==> src/design/pbe_pkg.sv <==
`default_nettype none
package pbe_pkg;

	// ************************************************************
	// Register map
	// ************************************************************
	localparam logic [23:0] REG_BLOCK_BASE  = 24'hF02200;
	localparam logic [23:0] DEST_BASE_OFS   = 24'hF02200;
	localparam logic [23:0] DEST_FLAGS_OFS  = 24'hF02204;
	localparam logic [23:0] DEST_CLIP_OFS   = 24'hF02208;
	localparam logic [23:0] DEST_PIXEL_OFS  = 24'hF0220C;
	localparam logic [23:0] DEST_STEP_OFS   = 24'hF02210;
	localparam logic [23:0] DEST_FSTEP_OFS  = 24'hF02214;
	localparam logic [23:0] DEST_FPIXEL_OFS = 24'hF02218;
	localparam logic [23:0] DEST_INC_OFS    = 24'hF0221C;
	localparam logic [23:0] DEST_FINC_OFS   = 24'hF02220;
	localparam logic [23:0] SRC_BASE_OFS    = 24'hF02224;
	localparam logic [23:0] SRC_FLAGS_OFS   = 24'hF02228;
	localparam logic [23:0] SRC_MASK_OFS    = 24'hF0222C;
	localparam logic [23:0] SRC_PIXEL_OFS   = 24'hF02230;
	localparam logic [23:0] SRC_STEP_OFS    = 24'hF02234;
	localparam logic [4:0]  REG_COUNT       = 5'h0E;

	localparam logic [3:0] IDX_DEST_BASE   = 4'h0;
	localparam logic [3:0] IDX_DEST_FLAGS  = 4'h1;
	localparam logic [3:0] IDX_DEST_CLIP   = 4'h2;
	localparam logic [3:0] IDX_DEST_PIXEL  = 4'h3;
	localparam logic [3:0] IDX_DEST_STEP   = 4'h4;
	localparam logic [3:0] IDX_DEST_FSTEP  = 4'h5;
	localparam logic [3:0] IDX_DEST_FPIXEL = 4'h6;
	localparam logic [3:0] IDX_DEST_INC    = 4'h7;
	localparam logic [3:0] IDX_DEST_FINC   = 4'h8;
	localparam logic [3:0] IDX_SRC_BASE    = 4'h9;
	localparam logic [3:0] IDX_SRC_FLAGS   = 4'hA;
	localparam logic [3:0] IDX_SRC_MASK    = 4'hB;
	localparam logic [3:0] IDX_SRC_PIXEL   = 4'hC;
	localparam logic [3:0] IDX_SRC_STEP    = 4'hD;

	localparam logic [31:0] REG_RESET = 32'h00000000;
	localparam logic [31:0] MASK_NONE = 32'hFFFFFFFF;

	// ************************************************************
	// Field encodings
	// ************************************************************
	localparam logic [3:0] WIDTH_EXP_MAX = 4'hB;
	localparam logic [2:0] PSIZE_16      = 3'h4;
	localparam logic [2:0] PSIZE_MAX     = 3'h5;
	localparam logic [1:0] UPD_PIXEL     = 2'h0;
	localparam logic [1:0] UPD_PHRASE    = 2'h1;
	localparam logic [1:0] UPD_DDA       = 2'h2;
	localparam logic [6:0] PHRASE_PIXELS_1BPP = 7'h40;

	typedef struct packed {
		logic [15:0] y;
		logic [15:0] x;
	} ptr_t;

	typedef struct packed {
		logic [18:0] rsvd;
		logic        mask_en;
		logic [1:0]  upd;
		logic        clip_en;
		logic [3:0]  wexp;
		logic [1:0]  wmant;
		logic [2:0]  psize;
	} flags_t;

	typedef enum {ST_IDLE, ST_RUN, ST_DONE} seq_state_t;

	// Pixels in one 64-bit phrase
	function automatic logic [6:0] pixels_per_phrase(
		input logic [2:0] psize);
		return PHRASE_PIXELS_1BPP >> psize;
	endfunction

	// Width is 1.mm x 2^exp
	function automatic logic [16:0] decode_width(input logic [3:0] e,
		input logic [1:0] m);
		logic [19:0] w;
		w = 20'({1'b1, m}) << e;
		return w[18:2];
	endfunction

	// Integer.fraction sum with wrap
	function automatic logic [31:0] add_fixed(input logic [15:0] ai,
		input logic [15:0] af, input logic [15:0] bi,
		input logic [15:0] bf);
		return {ai, af} + {bi, bf};
	endfunction

endpackage
`default_nettype wire

==> src/design/pixel_block_engine_addressing.sv <==
`timescale 1ns/1ps
`default_nettype none
module pixel_block_engine_addressing (
	input  wire logic        clk_sys_i,
	input  wire logic        rst_n_i,
	input  wire logic [23:0] reg_addr_i,
	input  wire logic [31:0] reg_wdata_i,
	input  wire logic        reg_we_i,
	input  wire logic        reg_re_i,
	output logic [31:0]      reg_rdata_o,
	input  wire logic        start_i,
	input  wire logic        copy_i,
	input  wire logic        swap_roles_i,
	input  wire logic [15:0] inner_len_i,
	input  wire logic [15:0] outer_len_i,
	output logic             busy_o,
	output logic             done_o,
	output logic [31:0]      dest_addr_o,
	output logic [31:0]      src_addr_o,
	output logic             dest_we_o,
	output logic             src_re_o,
	output logic             write_inhibit_o,
	output logic [6:0]       pixels_per_beat_o
);

	// ************************************************************
	// Register decode
	// ************************************************************
	function automatic logic [4:0] reg_index(input logic [23:0] a);
		logic [23:0] off;
		off = a - pbe_pkg::REG_BLOCK_BASE;
		if (off[1:0] == 2'h0 && off[23:2] < 22'(pbe_pkg::REG_COUNT)) begin
			return {1'b1, off[5:2]};
		end
		return 5'h00;
	endfunction

	logic [31:0]         regs [0:13];
	pbe_pkg::seq_state_t state;
	pbe_pkg::seq_state_t next_state;
	logic [15:0]         inner_rem;
	logic [15:0]         outer_rem;
	logic [15:0]         inner_len;
	logic                copy_mode;
	logic                swap_mode;
	logic [4:0]          wr_sel;
	logic [4:0]          rd_sel;

	assign wr_sel = reg_index(reg_addr_i);
	assign rd_sel = reg_index(reg_addr_i);

	// ************************************************************
	// Address units
	// ************************************************************
	pbe_pkg::flags_t dest_flags;
	pbe_pkg::flags_t src_flags;
	pbe_pkg::ptr_t   dest_ptr;
	pbe_pkg::ptr_t   dest_frac;
	pbe_pkg::ptr_t   src_ptr;
	logic [31:0]     dest_unit_addr;
	logic [31:0]     src_unit_addr;
	logic            dest_width_ok;
	logic            src_width_ok;
	logic            dest_outside;

	assign dest_flags = pbe_pkg::flags_t'(regs[pbe_pkg::IDX_DEST_FLAGS]);
	assign src_flags  = pbe_pkg::flags_t'(regs[pbe_pkg::IDX_SRC_FLAGS]);
	assign dest_ptr   = pbe_pkg::ptr_t'(regs[pbe_pkg::IDX_DEST_PIXEL]);
	assign dest_frac  = pbe_pkg::ptr_t'(regs[pbe_pkg::IDX_DEST_FPIXEL]);
	assign src_ptr    = pbe_pkg::ptr_t'(regs[pbe_pkg::IDX_SRC_PIXEL]);

	pbe_addr_gen dest_address_unit (
		.base_i     (regs[pbe_pkg::IDX_DEST_BASE]),
		.flags_i    (dest_flags),
		.ptr_i      (dest_ptr),
		.mask_i     (pbe_pkg::MASK_NONE),
		.addr_o     (dest_unit_addr),
		.width_ok_o (dest_width_ok)
	);

	pbe_addr_gen src_address_unit (
		.base_i     (regs[pbe_pkg::IDX_SRC_BASE]),
		.flags_i    (src_flags),
		.ptr_i      (src_ptr),
		.mask_i     (regs[pbe_pkg::IDX_SRC_MASK]),
		.addr_o     (src_unit_addr),
		.width_ok_o (src_width_ok)
	);

	pbe_clip_check dest_clip (
		.ptr_i     (dest_ptr),
		.size_i    (pbe_pkg::ptr_t'(regs[pbe_pkg::IDX_DEST_CLIP])),
		.outside_o (dest_outside)
	);

	// ************************************************************
	// Pointer update
	// ************************************************************
	logic [6:0]    dest_ppp;
	logic [6:0]    src_ppp;
	logic [6:0]    dest_adv;
	logic [6:0]    src_adv;
	logic [6:0]    role_adv;
	logic          eol;
	logic          inhibit;
	logic [31:0]   sum_x;
	logic [31:0]   sum_y;
	pbe_pkg::ptr_t dest_step;
	pbe_pkg::ptr_t dest_fstep;
	pbe_pkg::ptr_t dest_inc;
	pbe_pkg::ptr_t dest_finc;
	pbe_pkg::ptr_t src_step;
	pbe_pkg::ptr_t next_dest_ptr;
	pbe_pkg::ptr_t next_dest_frac;
	pbe_pkg::ptr_t next_src_ptr;

	assign dest_step  = pbe_pkg::ptr_t'(regs[pbe_pkg::IDX_DEST_STEP]);
	assign dest_fstep = pbe_pkg::ptr_t'(regs[pbe_pkg::IDX_DEST_FSTEP]);
	assign dest_inc   = pbe_pkg::ptr_t'(regs[pbe_pkg::IDX_DEST_INC]);
	assign dest_finc  = pbe_pkg::ptr_t'(regs[pbe_pkg::IDX_DEST_FINC]);
	assign src_step   = pbe_pkg::ptr_t'(regs[pbe_pkg::IDX_SRC_STEP]);

	// phrase holds 64 bits of pixels
	assign dest_ppp = pbe_pkg::pixels_per_phrase(dest_flags.psize);
	assign src_ppp  = pbe_pkg::pixels_per_phrase(src_flags.psize);

	always_comb begin
		if (dest_flags.upd == pbe_pkg::UPD_PHRASE) begin
			dest_adv = dest_ppp - (dest_ptr.x[6:0] & (dest_ppp - 7'h01));
		end else begin
			dest_adv = 7'h01;
		end
		if (src_flags.upd == pbe_pkg::UPD_PHRASE) begin
			src_adv = src_ppp - (src_ptr.x[6:0] & (src_ppp - 7'h01));
		end else begin
			src_adv = 7'h01;
		end
	end

	assign role_adv = swap_mode ? src_adv : dest_adv;
	assign eol      = inner_rem <= {9'h000, role_adv};

	always_comb begin
		next_dest_ptr  = dest_ptr;
		next_dest_frac = dest_frac;
		next_src_ptr   = src_ptr;
		sum_x          = 32'h00000000;
		sum_y          = 32'h00000000;
		if (eol) begin
			sum_x = pbe_pkg::add_fixed(dest_ptr.x, dest_frac.x,
				dest_step.x, dest_fstep.x);
			sum_y = pbe_pkg::add_fixed(dest_ptr.y, dest_frac.y,
				dest_step.y, dest_fstep.y);
			next_dest_ptr  = {sum_y[31:16], sum_x[31:16]};
			next_dest_frac = {sum_y[15:0], sum_x[15:0]};
			next_src_ptr.x = src_ptr.x + src_step.x;
			next_src_ptr.y = src_ptr.y + src_step.y;
		end else begin
			if (dest_flags.upd == pbe_pkg::UPD_DDA) begin
				sum_x = pbe_pkg::add_fixed(dest_ptr.x, dest_frac.x,
					dest_inc.x, dest_finc.x);
				sum_y = pbe_pkg::add_fixed(dest_ptr.y, dest_frac.y,
					dest_inc.y, dest_finc.y);
				next_dest_ptr  = {sum_y[31:16], sum_x[31:16]};
				next_dest_frac = {sum_y[15:0], sum_x[15:0]};
			end else begin
				next_dest_ptr.x = dest_ptr.x + {9'h000, dest_adv};
			end
			next_src_ptr.x = src_ptr.x + {9'h000, src_adv};
		end
	end

	assign inhibit = (swap_mode ? !src_width_ok : !dest_width_ok) ||
		(!swap_mode && dest_flags.clip_en && dest_outside);

	// ************************************************************
	// Register file
	// ************************************************************
	always_ff @(posedge clk_sys_i) begin
		if (!rst_n_i) begin
			for (int i = 0; i < 14; i++) begin
				regs[i] <= pbe_pkg::REG_RESET;
			end
		end else if (state == pbe_pkg::ST_IDLE) begin
			if (reg_we_i && wr_sel[4]) begin
				regs[wr_sel[3:0]] <= reg_wdata_i;
			end
		end else if (state == pbe_pkg::ST_RUN) begin
			regs[pbe_pkg::IDX_DEST_PIXEL]  <= next_dest_ptr;
			regs[pbe_pkg::IDX_DEST_FPIXEL] <= next_dest_frac;
			regs[pbe_pkg::IDX_SRC_PIXEL]   <= next_src_ptr;
		end
	end

	always_ff @(posedge clk_sys_i) begin
		if (!rst_n_i) begin
			reg_rdata_o <= 32'h00000000;
		end else if (reg_re_i) begin
			reg_rdata_o <= rd_sel[4] ? regs[rd_sel[3:0]] : 32'h00000000;
		end
	end

	// ************************************************************
	// Sequencer
	// ************************************************************
	// inner scan then outer step
	always_comb begin
		next_state = state;
		unique case (state)
			pbe_pkg::ST_IDLE: begin
				if (start_i) begin
					if (inner_len_i == 16'h0000 || outer_len_i == 16'h0000) begin
						next_state = pbe_pkg::ST_DONE;
					end else begin
						next_state = pbe_pkg::ST_RUN;
					end
				end
			end
			pbe_pkg::ST_RUN: begin
				if (eol && outer_rem == 16'h0001) begin
					next_state = pbe_pkg::ST_DONE;
				end
			end
			pbe_pkg::ST_DONE: begin
				next_state = pbe_pkg::ST_IDLE;
			end
		endcase
	end

	always_ff @(posedge clk_sys_i) begin
		if (!rst_n_i) begin
			state     <= pbe_pkg::ST_IDLE;
			inner_rem <= 16'h0000;
			outer_rem <= 16'h0000;
			inner_len <= 16'h0000;
			copy_mode <= 1'b0;
			swap_mode <= 1'b0;
		end else begin
			state <= next_state;
			if (state == pbe_pkg::ST_IDLE && start_i) begin
				inner_rem <= inner_len_i;
				inner_len <= inner_len_i;
				outer_rem <= outer_len_i;
				copy_mode <= copy_i;
				swap_mode <= swap_roles_i;
			end else if (state == pbe_pkg::ST_RUN) begin
				if (eol) begin
					inner_rem <= inner_len;
					outer_rem <= outer_rem - 16'h0001;
				end else begin
					inner_rem <= inner_rem - {9'h000, role_adv};
				end
			end
		end
	end

	// ************************************************************
	// Outputs
	// ************************************************************
	always_ff @(posedge clk_sys_i) begin
		if (!rst_n_i) begin
			busy_o            <= 1'b0;
			done_o            <= 1'b0;
			dest_addr_o       <= 32'h00000000;
			src_addr_o        <= 32'h00000000;
			dest_we_o         <= 1'b0;
			src_re_o          <= 1'b0;
			write_inhibit_o   <= 1'b0;
			pixels_per_beat_o <= 7'h00;
		end else begin
			busy_o <= next_state != pbe_pkg::ST_IDLE;
			done_o <= next_state == pbe_pkg::ST_DONE;
			dest_addr_o <= swap_mode ? src_unit_addr : dest_unit_addr;
			src_addr_o  <= swap_mode ? dest_unit_addr : src_unit_addr;
			dest_we_o   <= state == pbe_pkg::ST_RUN;
			src_re_o    <= state == pbe_pkg::ST_RUN && copy_mode;
			write_inhibit_o <= state == pbe_pkg::ST_RUN && inhibit;
			pixels_per_beat_o <= state == pbe_pkg::ST_RUN ? role_adv : 7'h00;
		end
	end
endmodule
`default_nettype wire

==> src/design/pbe_addr_gen.sv <==
`timescale 1ns/1ps
`default_nettype none
module pbe_addr_gen (
	input  wire logic [31:0]     base_i,
	input  wire pbe_pkg::flags_t flags_i,
	input  wire pbe_pkg::ptr_t   ptr_i,
	input  wire logic [31:0]     mask_i,
	output logic [31:0]          addr_o,
	output logic                 width_ok_o
);
	pbe_pkg::ptr_t eff;
	logic [16:0]   width;
	logic [35:0]   offset;

	always_comb begin
		eff = ptr_i;
		if (flags_i.mask_en) begin
			eff.y = ptr_i.y & mask_i[31:16];
			eff.x = ptr_i.x & mask_i[15:0];
		end
	end

	assign width = pbe_pkg::decode_width(flags_i.wexp, flags_i.wmant);
	assign width_ok_o = (flags_i.wexp <= pbe_pkg::WIDTH_EXP_MAX) &&
		(flags_i.psize <= pbe_pkg::PSIZE_MAX);

	assign offset = (36'(eff.y[11:0]) * 36'(width) + 36'(eff.x))
		<< flags_i.psize;
	assign addr_o = base_i + offset[34:3];
endmodule
`default_nettype wire

==> src/design/pbe_clip_check.sv <==
`timescale 1ns/1ps
`default_nettype none
module pbe_clip_check (
	input  wire pbe_pkg::ptr_t ptr_i,
	input  wire pbe_pkg::ptr_t size_i,
	output logic               outside_o
);
	assign outside_o = ptr_i.x[15] || ptr_i.y[15] ||
		(ptr_i.x >= size_i.x) || (ptr_i.y >= size_i.y);
endmodule
`default_nettype wire

==> config.mk <==
export PLATFORM = sky130hd
export DESIGN_NAME = pixel_block_engine_addressing
export DESIGN_NICKNAME = d
export VERILOG_FILES = /design/src/design/pbe_pkg.sv /design/src/design/pixel_block_engine_addressing.sv /design/src/design/pbe_addr_gen.sv /design/src/design/pbe_clip_check.sv
export SDC_FILE = /design/constraint.sdc
export NUM_CORES = 2
export LEC_CHECK = 0
export BUFFER_PORTS_ARGS = -buffer_cell sky130_fd_sc_hd__buf_4
export CAP_MARGIN = 20
export CORE_UTILIZATION = 30
export DETAILED_ROUTE_END_ITERATION = 6
export GPL_TIMING_DRIVEN = 0
export SYNTH_ARGS = -nofsm -noshare
export SYNTH_HDL_FRONTEND = slang
export SYNTH_SLANG_ARGS = --single-unit
export TNS_END_PERCENT = 50
==> constraint.sdc <==
create_clock -name clk_sys_i -period 22.9 [get_ports clk_sys_i]
set_input_delay 4.58 -clock clk_sys_i [delete_from_list [all_inputs] [get_ports clk_sys_i]]
set_output_delay 4.58 -clock clk_sys_i [all_outputs]
set_load 0.005 [all_outputs]
[Word-level counts from Yosys, hierarchy flattened]
Memory sizes are Yosys's and may differ from the RTL's.
Index checks and enable logic that the tools add are counted.
Word-level totals
  bits in writable memories: 448
  input port bits: 95
  register bits after elaboration: 190
  memories kept: 1
  logic and storage cells: 138
Cells by class
  order comparisons: 8
  multiply operators: 2
  bitwise logic cells: 7
  reduce and logical (&&, ||, !) cells: 29
  shifts and indexed selects: 6
  add/sub/neg operators: 19
  multiplexer cells: 43
  equal/unequal tests: 8
Memory list
  regs: depth 14, width 32, rd ports 15, clocked after Yosys merged registers in 0, wr ports 14, RTL line pixel_block_engine_addressing.sv:38  | logic [31:0] regs [0:13];
Operators by type and width (number)
  32-bit two-way mux: 12
  32-bit adder: 6
  16-bit two-way mux: 10
  32-bit case mux with 3 select lines: 1
  36-bit by 3-bit << shifter with 35-bit output: 2
  32-bit by 2-bit equality test with 1-bit output (second input constant): 2
  32-bit zero test: 2
  29-bit by 16-bit adder with 30-bit output: 2
  12-bit by 17-bit multiplier with 29-bit output: 2
  3-bit by 4-bit << shifter with 19-bit output: 2
  16-bit adder: 2
  16-bit by 7-bit adder with 16-bit output: 2
  32-bit by 1-bit equality test with 1-bit output (second input constant): 1
  32-bit by 3-bit equality test with 1-bit output (second input constant): 1
  16-bit greater-or-equal comparator: 2
  16-bit zero test: 2
  32-bit nonzero test: 1
  32-bit OR reduction: 1
  28-bit two-way mux: 1
  24-bit subtractor (second input constant): 1
  22-bit by 4-bit less-than comparator with 1-bit output (second input constant): 1
  7-bit two-way mux: 3
  16-bit AND: 1
  16-bit by 1-bit equality test with 1-bit output (second input constant): 1
  23 further kinds: 61

[Depth between registers and ports, before layout]
  depth in word-level cells: 12
  gate-level depth with buffers: 42

[By module]
From an unflattened synthesis, not the netlist that was laid out.
Second synthesis, totals
  cell total of the unflattened synthesis: 6886
  area, all modules: 60867.1 µm²
Modules (own cells, without submodules)
  pixel_block_engine_addressing: cells an instance 4225, times used 1, area each 40138.5 µm²
  pbe_addr_gen at dest_address_unit: cells an instance 1288, times used 1, area each 10003.3 µm²
  pbe_addr_gen at src_address_unit: cells an instance 1264, times used 1, area each 9927.0 µm²
  pbe_clip_check: cells an instance 109, times used 1, area each 798.3 µm²

[Least setup slack after synthesis]
Ideal clock, no wire load.
  kind: register to register
  start: memory regs[1][6]
  end: register dest_addr_o[30]
  path slack: 14.191 ns
  data arrival time: 8.582 ns
  setup time: 0.127 ns
  stages on the path, launching flop included: 37
  period minus slack after synthesis: 8.709 ns
  path through: edfxtp_1 > clkbuf_1 > and3_1 > a21oi_1 > nor2_1 > clkbuf_1 > and2_1 > fa_1 > inv_1 > fa_1 > inv_1 > fa_1 > fa_1 > inv_1 > fa_1 > inv_1 > ha_1 > o21ai_0 > o21ba_2 > a21boi_0 > o21bai_1 > a21oi_1 > xnor2_1 > inv_1 > mux4_2 > o21ai_0 > ha_1 > a21oi_1 > o21ai_0 > o31ai_1 > or4_1 > o211ai_1 > a41o_1 > o41ai_2 > mux2_1 > nor3_1 > or3_1
RTL lines
  start: declaration: RTL line pixel_block_engine_addressing.sv:38
  end signal: assignment: RTL line pixel_block_engine_addressing.sv:273  | dest_addr_o <= swap_mode ? src_unit_addr : dest_unit_addr;
  end: declaration: RTL line pixel_block_engine_addressing.sv:18  | output logic [31:0] dest_addr_o,

==> results.tsv <==
stage	metric	value	unit
route	drt drc	0	
yosys	Syn Inst Count	6857	
timing	setup_tns	0	ns
layout	share of layout cells above drive strength 1	7.610	%
placed_design	dpl cells	9808	
placed_design	Final Wtd Congestion	1.052	
grt	first-pass GRT wire length	403500	um
clocking	Worst-path clk slew	0.07	ns
route	Detail Route Antenna Nets	0	
route	DRT Pass-1 Iters	7	
clocking	Post-CTS Setup Inserts	0	
clocking	CTS sink count	702	
floorplanning	Starting Density	30.27	%
setup_path	most frequent CP cell	o21ai_0	
yosys	post-synthesis mux area share	4.042	%
clocking	CTS H-tree depth	3	
route	via count	56090	
pwr	Pwr Density	65.94	mW/mm2
yosys	Synth Cell Area	0.05987	mm2
yosys	count of different cell masters after synthesis	90	
setup_path	Worst Setup End Kind	register	
floorplanning	DIE HEIGHT	448.7	um
setup_path	Req. time, crit path	23.32	ns
grt	GRT Residual Overflow	0	
yosys	syn_area_per_cell	8.732	um2
grt	GRT Resource Usage Total	28.27	%
timing	f_max	77.26	MHz
timing	Worst Skew	0.06848	ns
floorplanning	Core ar.	0.1978	mm2
setup_path	CP max FO	10	
yosys	post-synth top area share	25.68	%
yosys	Yosys reg bits	702	
pwr	largest vdd supply drop	71.78	uV
yosys	post-synthesis xor/xnor area fraction	3.701	%
yosys	Synth Flop Type	edfxtp_1	
placed_design	PortBufs	198	
route	final WL	294400	um
setup_path	crit-path max cell delay	0.85	ns
yosys	Synth area leaders	edfxtp_1 26%, fa_1 11%, ha_1 9.1%	
yosys	area leader, netlist	edfxtp_1	
pwr	Leakage	0.02994	uW
clocking	root buffer cell	clkbuf_16	
yosys	ys async rst share	0	%
outcome	outcome	finished clean	
layout	# fillers	20510	
clocking	CTS tree	built	
grt	initial antenna violation count	16	
setup_path	CP bufs+invs	7	
timing	Final Cycle Share	56.52	%
layout	Final Instance Count excl. Fillers	9978	
yosys	sequential share of the synthesized area	32.03	%
timing	RSZ-0062 raised after global routing	no	
timing	min Tclk post-route	12.94	ns
floorplanning	DIE WIDTH	448.7	um
route	initial drt markers	7145	
yosys	Synthesis Warnings	0	
yosys	Synth Area in Simple Gates	18.02	%
yosys	Compound-Gate Fraction of Synth Area	15.94	%
layout	final net count	8113	
yosys	number of synthesized flops with an enable pin	512	
layout	area grow syn2layout	14.42	%
timing	max-slew violations	0	
clocking	cts hold-fix bufs	0	
setup_path	Startpoint Class	register	
clocking	post-CTS resize count	0	
placed_design	Detail Placement HPWL	239700	um
timing	normalized max-slew margin	14.49	%
clocking	CTS Buf Count	88	
hold_path	Min-Delay Path Class	reg2reg	
route	WL per Instance	29.51	um
setup_path	Slowest-stage cell, CP	nand2_1	
floorplanning	die footprint	0.2014	mm2
timing	Setup-failing EPs final	0	
grt	vias in the first global route	53280	
timing	endpoints failing hold	0	
yosys	largest family of logic cells by synthesized area	adder cells	
setup_path	CP Class	reg2reg	
job	max_cap viols	0	
grt	largest net degree at the start of global routing	33	
setup_path	CP top delay family	compound AO/OA/AOI/OAI gates	
floorplanning	# IOs	203	
setup_path	CP arrival	13.37	ns
clocking	clk_lat worst skew	0.77	ns
yosys	post-synthesis adder-cell area fraction	19.86	%
floorplanning	num rows	163	
route	Vias/cell	5.621	
timing	Worst-Margin Slew	1.276	ns
clocking	Max Root-Sink Buffers	3	
[cells in the final DEF, fill, tap and decap left out, drive strengths merged, types with 82 or more instances in the layout]
| cell type | n |
|---|---|
| a211oi | 93 |
| a21o | 135 |
| a21oi | 375 |
| a31oi | 93 |
| and2 | 107 |
| and3 | 97 |
| buf | 354 |
| clkbuf | 378 |
| dfxtp | 190 |
| edfxtp | 512 |
| fa | 322 |
| ha | 435 |
| inv | 618 |
| mux2i | 190 |
| nand2 | 871 |
| nand3 | 154 |
| nor2 | 862 |
| nor3 | 105 |
| o21ai | 301 |
| xnor2 | 171 |
| xor2 | 82 |
[worst paths after layout]
kind | start | end | slack, ns | cells past startpoint
max | regs[10][0]$_SDFFCE_PN0P_ | regs[12][14]$_DFFE_PP_ | 9.96 | 40
max reg2reg | regs[10][0]$_SDFFCE_PN0P_ | regs[12][14]$_DFFE_PP_ | 9.96 | 40
min | reg_rdata_o[22]$_SDFFE_PN0P_ | reg_rdata_o[22]$_SDFFE_PN0P_ | 0.44 | 2
min reg2reg | reg_rdata_o[22]$_SDFFE_PN0P_ | reg_rdata_o[22]$_SDFFE_PN0P_ | 0.44 | 2
[synth_stat cells (all sizes together), types with 44 or more instances]
cell type  count
and2         107
edfxtp       512
a21oi        375
nand2b        60
a31oi         93
a211oi        93
nand2        871
o22ai         52
nor2b         49
nand3        154
inv          610
xor2          82
nor3         105
xnor2        171
fa           322
and3          97
a21o         135
o21a          51
dfxtp        190
o211ai        44
nor2         862
ha           435
clkbuf       270
buf          105
mux2i        190
o21ai        301
[final cells by class]
type | count | area, um2 | share of cell area (%)
Multi-Input combinational cell | 5230 | 37150 | 54.23
Sequential cell | 702 | 19180 | 27.99
Tap cell | 2640 | 3303 | 4.822
Inverter | 613 | 2301 | 3.359
Clock buffer | 106 | 2291 | 3.344
Timing Repair Buffer | 251 | 2188 | 3.194
Buffer | 375 | 1539 | 2.246
Clock inverter | 55 | 540.5 | 0.7890
Antenna cell | 6 | 15.01 | 0.02192
[registers in the layout, summed over array words and instances (netlist names), 7 cells and up]
| register | count |
|---|---|
| regs | 512 |
| reg_rdata_o | 32 |
| state | 32 |
| inner_len | 16 |
| inner_rem | 16 |
| dest_addr_o | 32 |
| pixels_per_beat_o | 7 |
| src_addr_o | 32 |
| outer_rem | 16 |
[metrics by stage]
step / total power [uW] / cell area (um2) / worst slack, ns / utilization (%) / hold WS [ns]
2_1_floorplan: 2418 / 60110 / 14.19 / - / 0.4296
3_3_place_gp: 3041 / 64900 / 10.32 / 32.81 / 0.4274
3_5_place_dp: 3073 / 65640 / 10.53 / 33.18 / 0.4310
4_1_cts: 4489 / 68470 / 10.43 / 34.61 / 0.4415
5_1_grt: 4678 / 68500 / 9.468 / 34.62 / 0.4551
6_report: 4517 / 68510 / 9.957 / 34.63 / 0.4370
[cell families (layout without fill, tap and decap cells)]
group	after synthesis	count (layout)
AO/OA/AOI/OAI	1474	1474
XOR/XNOR	253	253
adder cells (fa/ha/maj)	757	757
buffers and inverters	988	1400
flip-flops	702	702
multiplexers	232	232
other	1	70
AND/OR/NAND/NOR	2450	2450
[report_power, final]
| part | leakage [uW] | switching [uW] | internal [uW] |
|---|---|---|---|
| Combinational | 0.0217 | 1020 | 517 |
| Sequential | 0.00683 | 105 | 1460 |
| Clock | 0.00138 | 632 | 789 |
| Total | 0.0299 | 1750 | 2760 |
[worst register-to-register path, delay by kind of cell (launching register included)]
kind / cells / cell delay (ns)
mux: 1 / 0.62
compound gates: 22 / 5.27
fa+ha+maj: 4 / 1.39
buf+inv: 7 / 3.31
flops: 1 / 0.51
simple gates: 6 / 1.53
[metal layers]
metal,up-vias,wire length [um],track usage [%]
met4,10,21870,17.80
met2,3252,124500,42.19
met5,-,82,0
met1,27650,119000,37.11
met3,597,28980,5.930
li1,24580,-,-
(Power assumes the default switching activity.)
